<file path="src/rtl/dpctl_pkg.sv">
// Purpose: Shared constants and carrier types for the dual-port RAM host.
// Assumes: One 50 MHz clock; all times are rounded to whole clock cycles.
// Notes:   Least times round up, so every pin interval meets its minimum.
package dpctl_pkg;

   localparam int unsigned CLK_PERIOD_NS = 20;
   localparam int unsigned ADDR_W        = 11;
   localparam int unsigned DATA_W        = 16;

   // Maximum arbitration time of the arbitrating device.
   localparam int unsigned T_ARB_NS      = 45;
   // Hold of the write pulse past the flag release (write_hold_after_flag).
   localparam int unsigned T_WHOLD_NS    = 30;
   // Least write pulse width; a plain default.
   localparam int unsigned T_WPULSE_NS   = 40;
   // Read access time from select and gate; a plain default.
   localparam int unsigned T_ACCESS_NS   = 100;
   // Flag release to valid read data.
   localparam int unsigned T_FLAG_DATA_NS = 40;

   localparam int unsigned ARB_CYC   = (T_ARB_NS + CLK_PERIOD_NS - 1)
                                       / CLK_PERIOD_NS;
   localparam int unsigned WHOLD_CYC = (T_WHOLD_NS + CLK_PERIOD_NS - 1)
                                       / CLK_PERIOD_NS;
   localparam int unsigned WP_CYC    = (T_WPULSE_NS + CLK_PERIOD_NS - 1)
                                       / CLK_PERIOD_NS;
   localparam int unsigned ACC_CYC   = (T_ACCESS_NS + CLK_PERIOD_NS - 1)
                                       / CLK_PERIOD_NS;
   localparam int unsigned FDAT_CYC  = (T_FLAG_DATA_NS + CLK_PERIOD_NS - 1)
                                       / CLK_PERIOD_NS;
   localparam int unsigned PULSE_CYC = (WP_CYC > WHOLD_CYC) ? WP_CYC
                                                            : WHOLD_CYC;

   localparam int unsigned CNT_W = 4;
   localparam logic [CNT_W-1:0] CNT_ZERO = 4'h0;

   typedef struct packed {
      logic              write;
      logic [ADDR_W-1:0] addr;
      logic [DATA_W-1:0] wdata;
      logic [1:0]        byte_en;
   } dpctl_req_t;

   typedef struct packed {
      logic [DATA_W-1:0] rdata;
      logic              contended;
   } dpctl_rsp_t;

   typedef enum logic [2:0] {
      S_IDLE, S_ADDR, S_ARB, S_WRITE, S_READ, S_END
   } dpctl_state_t;

endpackage

</file>
<file path="src/rtl/dpctl_port_host.sv">
// Purpose: Host controller driving one port of a dual-port static RAM.
// Assumes: Pins are asynchronous to i_ref_clk; data and flag are synced.
// Notes:   Writes run with the output gate high, so no bus turn-around is
//          ever needed inside a write pulse.
//
// Functional notes
// RQ1: Device stores data only while select and byte write strobe overlap low.
// RQ2: Host keeps select or write strobe high whenever address lines change.
// RQ3: Device floats outputs when select falls with or after write strobe.
// RQ4: With output gate low, host stretches write pulse for driver turn-off.
// RQ5: Host never drives data while the port may still drive read data.
// RQ6: Same-location access lets one proceed, flags only the other port.
// RQ7: A write from a flagged port is blocked inside the device.
// RQ8: Arbiter grants the port whose address and select settled first.
// RQ9: Too-close requests still flag exactly one port, which one unknown.
// RQ10: Arbitrating variant drives flags open-drain, pulling only low.
// RQ11: Non-arbitrating variant uses its flag pin purely as write inhibit.
// RQ12: Wide arrays use one arbiter; all others take its flags as inhibit.
// RQ13: Host writes only after flag settles, holds pulse past flag release.
// RQ14: Host delays write pulse by the arbiter's maximum arbitration time.
// RQ15: Select high disables the port, floats both bytes, enters standby.
// RQ16: Select and both strobes low write both bytes whatever the gate.
// RQ17: One strobe low writes that byte; other byte reads or floats.
// RQ18: Select low, strobes high: gate low drives word, gate high floats.
// RQ19: Read data under a low flag may be stale until release plus delay.
// RQ20: Flag goes low on the later port; never both flags low together.
// RQ21: Writes are ignored while the arbiter holds that port's flag low.
// RQ22: Contention needs both ports selected with equal 11-bit addresses.
`timescale 1ns/10ps
`default_nettype none
module dpctl_port_host
   import dpctl_pkg::*;
(
   // Clock and reset
   input  wire logic              i_ref_clk,
   input  wire logic              i_rst_b,
   // User request and answer
   input  wire logic              i_req_valid,
   input  wire dpctl_req_t        i_req,
   output logic                   o_req_ready,
   output logic                   o_done,
   output dpctl_rsp_t             o_rsp,
   // RAM port pins
   output logic                   o_sel_n,
   output logic                   o_out_gate_n,
   output logic                   o_low_byte_write_n,
   output logic                   o_high_byte_write_n,
   output logic [ADDR_W-1:0]      o_addr,
   output logic [DATA_W-1:0]      o_data,
   output logic                   o_data_oe,
   input  wire logic [DATA_W-1:0] i_data,
   input  wire logic              i_contention_flag_n
);

   dpctl_state_t      state_r;
   dpctl_state_t      state_nxt;
   logic [CNT_W-1:0]  cnt_r;
   logic              is_write_r;
   logic [1:0]        byte_en_r;
   logic              flag_m_r;
   logic              flag_s_r;
   logic [DATA_W-1:0] din_m_r;
   logic [DATA_W-1:0] din_s_r;

   wire cnt_done   = (cnt_r == CNT_ZERO);
   wire flag_free  = flag_s_r;
   // A request is taken only while ready shows, never in the first edge
   // after reset where ready is still low.
   wire take_req   = (state_r == S_IDLE) && o_req_ready && i_req_valid;
   wire start_wr   = (state_r == S_ARB) && cnt_done && flag_free
                     && is_write_r;
   wire start_rd   = (state_r == S_ARB) && cnt_done && !is_write_r;
   wire wr_abort   = (state_r == S_WRITE) && !flag_free;
   wire wr_finish  = (state_r == S_WRITE) && flag_free && cnt_done;
   wire rd_finish  = (state_r == S_READ) && flag_free && cnt_done;
   wire strobe_act = !o_low_byte_write_n || !o_high_byte_write_n;

   // Both pin inputs pass two flip-flops before any logic looks at them.
   always_ff @(posedge i_ref_clk) begin
      flag_m_r <= i_contention_flag_n;
      flag_s_r <= flag_m_r;
      din_m_r  <= i_data;
      din_s_r  <= din_m_r;
   end

   always_comb begin
      state_nxt = state_r;
      unique case (state_r)
         S_IDLE:  if (take_req) state_nxt = S_ADDR;
         S_ADDR:  state_nxt = S_ARB;
         S_ARB: begin
            if (start_wr) state_nxt = S_WRITE;
            else if (start_rd) state_nxt = S_READ;
         end
         S_WRITE: begin
            if (wr_abort) state_nxt = S_ARB;
            else if (wr_finish) state_nxt = S_END;
         end
         S_READ:  if (rd_finish) state_nxt = S_END;
         S_END:   state_nxt = S_IDLE;
      endcase
   end

   always_ff @(posedge i_ref_clk) begin
      if (!i_rst_b) begin
         state_r <= S_IDLE;
      end else begin
         state_r <= state_nxt;
      end
   end

   // Wait counter: arbitration delay, pulse width and read access.
   always_ff @(posedge i_ref_clk) begin
      if (!i_rst_b) begin
         cnt_r <= CNT_ZERO;
      end else if (state_r == S_ADDR) begin
         cnt_r <= CNT_W'(ARB_CYC - 1);                      // RQ14
      end else if (start_wr || (state_r == S_WRITE && !flag_free)) begin
         cnt_r <= CNT_W'(PULSE_CYC - 1);                    // RQ13
      end else if (start_rd) begin
         cnt_r <= CNT_W'(ACC_CYC - 1);
      end else if (state_r == S_READ && !flag_free) begin
         // Stale data under a low flag: restart the wait after release.
         cnt_r <= CNT_W'(FDAT_CYC);
      end else if (!cnt_done) begin
         cnt_r <= cnt_r - 4'h1;
      end
   end

   // Request capture; the address only moves while select is high.
   always_ff @(posedge i_ref_clk) begin
      if (!i_rst_b) begin
         o_addr     <= '0;
         o_data     <= '0;
         is_write_r <= 1'b0;
         byte_en_r  <= 2'h0;
      end else if (take_req) begin
         o_addr     <= i_req.addr;                           // RQ2
         o_data     <= i_req.wdata;
         is_write_r <= i_req.write;
         byte_en_r  <= i_req.byte_en;
      end
   end

   // Select stays low from address phase to the end of the access.
   always_ff @(posedge i_ref_clk) begin
      if (!i_rst_b) begin
         o_sel_n <= 1'b1;
      end else if (state_r == S_ADDR) begin
         o_sel_n <= 1'b0;
      end else if (state_r == S_END) begin
         o_sel_n <= 1'b1;
      end
   end

   // The gate opens only for reads, never while write data is driven.
   always_ff @(posedge i_ref_clk) begin
      if (!i_rst_b) begin
         o_out_gate_n <= 1'b1;
      end else if (start_rd) begin
         o_out_gate_n <= 1'b0;
      end else if (rd_finish) begin
         o_out_gate_n <= 1'b1;                               // RQ4
      end
   end

   // Strobes fall only with a released synced flag and drop at the first edge
   // where the synced flag shows low, so a blocked pulse is retried in full.
   always_ff @(posedge i_ref_clk) begin
      if (!i_rst_b) begin
         o_low_byte_write_n  <= 1'b1;
         o_high_byte_write_n <= 1'b1;
      end else if (start_wr) begin
         o_low_byte_write_n  <= !byte_en_r[0];              // RQ13
         o_high_byte_write_n <= !byte_en_r[1];              // RQ13
      end else if (wr_abort || wr_finish) begin
         o_low_byte_write_n  <= 1'b1;
         o_high_byte_write_n <= 1'b1;
      end
   end

   // Data is driven one cycle after the gate has been high, and is held
   // through the end cycle to cover the data hold after the strobe.
   always_ff @(posedge i_ref_clk) begin
      if (!i_rst_b) begin
         o_data_oe <= 1'b0;
      end else if (start_wr) begin
         o_data_oe <= 1'b1;                                  // RQ5
      end else if (state_r == S_END) begin
         o_data_oe <= 1'b0;
      end
   end

   always_ff @(posedge i_ref_clk) begin
      if (!i_rst_b) begin
         o_rsp       <= '0;
         o_done      <= 1'b0;
         o_req_ready <= 1'b0;
      end else begin
         o_done      <= (state_r == S_END);
         o_req_ready <= (state_nxt == S_IDLE);
         if (take_req) begin
            o_rsp.contended <= 1'b0;
         end else if (!flag_free && state_r != S_IDLE
                      && state_r != S_END) begin
            o_rsp.contended <= 1'b1;
         end
         if (rd_finish) begin
            o_rsp.rdata <= din_s_r;
         end
      end
   end

   // Helper: cycles that select has been low before the strobe falls.
   logic [CNT_W-1:0] sel_low_cnt_r;
   always_ff @(posedge i_ref_clk) begin
      if (!i_rst_b || o_sel_n) begin
         sel_low_cnt_r <= CNT_ZERO;
      end else if (sel_low_cnt_r != 4'hF) begin
         sel_low_cnt_r <= sel_low_cnt_r + 4'h1;
      end
   end

   localparam int ARB_MIN = ARB_CYC;

   AST_ADDR_STABLE: assert property ( // RQ2
      @(posedge i_ref_clk) disable iff (!i_rst_b)
      (!o_sel_n && $past(!o_sel_n)) |-> $stable(o_addr))
      else $error("Address moved while the port was selected.");

   AST_NO_CLASH: assert property ( // RQ5
      @(posedge i_ref_clk) disable iff (!i_rst_b)
      o_data_oe |-> (o_out_gate_n && $past(o_out_gate_n)))
      else $error("Data driven while the port could drive read data.");

   AST_GATE_HIGH_IN_WRITE: assert property ( // RQ4
      @(posedge i_ref_clk) disable iff (!i_rst_b)
      strobe_act |-> (o_out_gate_n && o_data_oe))
      else $error("Write pulse with the gate low or data not driven.");

   AST_ARB_DELAY: assert property ( // RQ14
      @(posedge i_ref_clk) disable iff (!i_rst_b)
      $rose(strobe_act) |-> (sel_low_cnt_r >= ARB_MIN))
      else $error("Write pulse came before the arbitration time.");

   AST_FLAG_SETTLED: assert property ( // RQ13
      @(posedge i_ref_clk) disable iff (!i_rst_b)
      $rose(strobe_act) |-> $past(flag_s_r))
      else $error("Write started under a low contention flag.");

   AST_PULSE_HOLD: assert property ( // RQ13
      @(posedge i_ref_clk) disable iff (!i_rst_b)
      ($rose(strobe_act) && flag_s_r)
         |=> (strobe_act || !$past(flag_s_r)))
      else $error("Write pulse shorter than the hold past the flag.");

   AST_ABORT_ON_FLAG: assert property ( // RQ12
      @(posedge i_ref_clk) disable iff (!i_rst_b)
      (strobe_act && !flag_s_r) |=> !strobe_act)
      else $error("Write pulse kept during a contention flag.");

   AST_DONE_DESELECT: assert property ( // RQ2
      @(posedge i_ref_clk) disable iff (!i_rst_b)
      o_done |-> (o_sel_n && !strobe_act && !o_data_oe))
      else $error("Access reported done with the port still active.");

   COV_WRITE: cover property (@(posedge i_ref_clk) disable iff (!i_rst_b)
      $rose(strobe_act) ##[1:8] o_done);
   COV_READ: cover property (@(posedge i_ref_clk) disable iff (!i_rst_b)
      $fell(o_out_gate_n) ##[1:20] o_done);
   COV_WRITE_BLOCKED: cover property (@(posedge i_ref_clk)
      disable iff (!i_rst_b)
      (strobe_act && !flag_s_r) ##1 !strobe_act ##[1:20] strobe_act);

endmodule // dpctl_port_host
`default_nettype wire

</file>
<file path="config.mk">
export PLATFORM = sky130hd
export DESIGN_NAME = dpctl_port_host
export DESIGN_NICKNAME = d
export VERILOG_FILES = /design/src/rtl/dpctl_pkg.sv /design/src/rtl/dpctl_port_host.sv
export SDC_FILE = /design/constraint.sdc
export NUM_CORES = 1
export LEC_CHECK = 0
export ABC_CLOCK_PERIOD_IN_PS = 2900
export BUFFER_PORTS_ARGS = -buffer_cell sky130_fd_sc_hd__buf_4
export CAP_MARGIN = 10
export CORE_MARGIN = 5
export CORE_UTILIZATION = 48
export CTS_CLUSTER_DIAMETER = 50
export DETAILED_ROUTE_END_ITERATION = 16
export PLACE_DENSITY = 0.8
export SETUP_SLACK_MARGIN = 0.2
export SKIP_LAST_GASP = 1
export SYNTH_ARGS = -nofsm -noshare
export SYNTH_HDL_FRONTEND = slang
export SYNTH_SLANG_ARGS = --single-unit
</file>
<file path="constraint.sdc">
create_clock -name i_ref_clk -period 2.9 [get_ports i_ref_clk]
set_input_delay 0.145 -clock i_ref_clk [delete_from_list [all_inputs] [get_ports i_ref_clk]]
set_output_delay 0.145 -clock i_ref_clk [all_outputs]
set_load 0.02 [all_outputs]
</file>
==> flow_summary.json <==
{
  "drtPass1Iterations": 4,
  "syn-cell-area_um2": 3230,
  "critical_path.max_fanout": 21,
  "synth.area.top_cells": "dfxtp_1 59%, nand2_1 12%, a21boi_0 6.3%",
  "whs_ns": 0.0249,
  "vias": 2578,
  "drv_slew": 0,
  "worstSetupEndpointType": "flip-flop",
  "dpl_cell_area_um2": 3970,
  "dieArea_um2": 8470,
  "postCtsSetupRepairBufs": 0,
  "critPathRequiredTime_ns": 3.17,
  "nFillCells": 522,
  "status": "finished clean",
  "synth-edff-count": 0,
  "synth_top_cell_area_share_pct": 58.9,
  "clkTransAtPathRegs_ns": 0.10,
  "drt_iter0_drc": 170,
  "p_per_area_nw_per_um2": 776,
  "crit_type": "reg -> reg",
  "finalWirelength_um": 7150,
  "routedWlPerCell_um": 13.5,
  "setup_viol": 0,
  "clockRootBuffer": "clkbuf_8",
  "synth_seq_cells": 95,
  "drv_cap": 0,
  "place_congestion": 0.781,
  "seq_area_frac_synth_pct": 58.9,
  "grt_setup_unrepaired": "false",
  "cts_sinks": 95,
  "timing.rr.end": "o_data[8]",
  "final_cells": 529,
  "syn_inst": 334,
  "synth_top_flop_cell": "dfxtp_1",
  "post-place-cells": 496,
  "final_nets": 495,
  "postRouteAntennaNets": 0,
  "cts_buffer_depth": 2,
  "hpwlAfterDp_um": 4820,
  "synth.largest_area_cell": "dfxtp_1",
  "setup_tns_ns": 0,
  "min-delay-path-class": "in -> reg",
  "p_leak_nw": 1.81,
  "drive_gt1_share_pct": 27.8,
  "multiInputGateArea_um2": 1190,
  "post-route-drc-count": 0,
  "finalPower_mw": 3.37,
  "grt_antenna_before_repair": 0,
  "async_reset_ff_share_pct": 0,
  "post-route-util_pct": 64.9,
  "worstRegToRegCells": 5,
  "seq_area_um2": 1900,
  "yosys_warnings": 0,
  "min_period_over_period_pct": 69.5,
  "grt_pass1_vias": 2474,
  "setup_ws_ns": 0.886,
  "vias_per_cell": 4.87,
  "synth.most_common_cell": "nand2_1",
  "ir_worst_vdd_mv": 0.527,
  "fp.dieH_um": 92.0,
  "synth.top_cells.by_count": "100 x nand2_1, 95 x dfxtp_1, 27 x a21boi_0, 20 x a21boi_1, 11 x nor2_1",
  "cts_tree": "yes",
  "cts_buffers": 9,
  "worstSkewPairLatency_ns": 0.36,
  "yosysUniqueCellTypes": 39,
  "fin_area_um2": 4340,
  "critPathLaunchType": "flip-flop",
  "cts_max_level": 3,
  "die_w_um": 92.0,
  "grt-ovfl-total": 0,
  "ctsHoldBuffers": 17,
  "finalClockSkew_ns": 0.00787,
  "syn2layout_area_growth_pct": 34.3,
  "endpoint": "o_data[8]",
  "initial_utilization_pct": 48.4,
  "diodes": 0,
  "grt_max_degree": 60,
  "r2r_slack_ns": 0.89,
  "grt_usage_pct": 17.4,
  "post_cts_resized": 0,
  "pin_count": 101,
  "worstPathArrival_ns": 2.29,
  "grt_first_pass_wirelength_um": 11700,
  "row_count": 30,
  "max_freq_ghz": 0.496,
  "fin_crit_ns": 2.01,
  "r2r-start": "state_r[0]",
  "cp-startpoint": "state_r[0]",
  "syn_area_per_cell_um2": 9.67,
  "dp_slack_ns": 0.898,
  "slew_headroom_pct": 57.9,
  "core_um2": 6680,
  "synth_nets": 385,
  "report.final.hold_viol_count": 0,
  "port_buffers": 100,
  "worst_pin_slew_ns": 0.630
}
==> routing by layer <==
layer | wire, µm | vias up | global-route usage (%)
met2 | 3560 | 80 | 27.6
met5 | 0 | - | 0
met3 | 428 | 12 | 6.40
li1 | - | 1322 | -
met4 | 142 | 0 | 8.04
met1 | 3020 | 1164 | 20.9
==> cells by family (layout without fill, tap and decap cells) <==
family / after synthesis / count (layout) / share of synthesized area [%]
xor gates and xnor gates: 1 / 1 / 0.271
buffers and inverters: 25 / 140 / 4.57
and+or+nand+nor: 135 / 135 / 18.9
DFF: 95 / 95 / 58.9
AOI/OAI and AO/OA: 77 / 77 / 17.0
adders and majority gates: 1 / 1 / 0.387
==> worst min path at each step <==
| stage | start | endpoint | cells after the start |
|---|---|---|---|
| 6_report | i_req[5] | o_data[3] | 3 |
| 5_1_grt | i_req[6] | o_data[4] | 3 |
| 4_1_cts | i_req[29] | is_write_r | 3 |
| 3_5_place_dp | i_data[12] | din_m_r[12] | 1 |
| 3_3_place_gp | i_data[12] | din_m_r[12] | 1 |
| 2_1_floorplan | i_data[0] | din_m_r[0] | 0 |
==> report_power, final <==
group | internal (mW) | switching, mW | total, mW
Clock | 0.338 | 0.492 | 0.830
Combinational | 0.405 | 0.528 | 0.932
Sequential | 1.47 | 0.136 | 1.60
==> registers in the layout, summed over array words and instances (netlist names), 2 cells and up <==
| name | count |
|---|---|
| o_data | 16 |
| cnt_r | 4 |
| din_m_r | 16 |
| state_r | 3 |
| o_rsp | 17 |
| o_addr | 11 |
| din_s_r | 16 |
| byte_en_r | 2 |
==> cell type report <==
type,count,share of cell area [%]
Clock buffer,9,2.85
Clock inverter,7,1.67
Inverter,5,0.433
Multi-Input combinational cell,214,27.3
Sequential cell,95,43.8
Tap cell,80,2.31
Timing Repair Buffer,119,21.6
==> worst max-delay path: stages (launching register included) <==
cell      delay [ns]
dfxtp_1         0.46
or2_1           0.35
nor3_2          0.50
buf_4           0.35
nand2_1         0.07
a21boi_0        0.19
==> cell usage in the layout, fill, tap and decap left out, types with 3 or more instances in the layout <==
master	netlist	layout
buf_4	0	102
nand2b_1	3	3
inv_1	5	5
dfxtp_1	95	95
a21boi_1	20	20
clkbuf_8	0	9
nor2_1	11	11
o21ai_0	8	8
a21oi_1	9	9
nand2_1	100	100
dlygate4sd3_1	0	17
a21boi_0	27	27
Note: power is estimated with default switching activity, not from simulation.
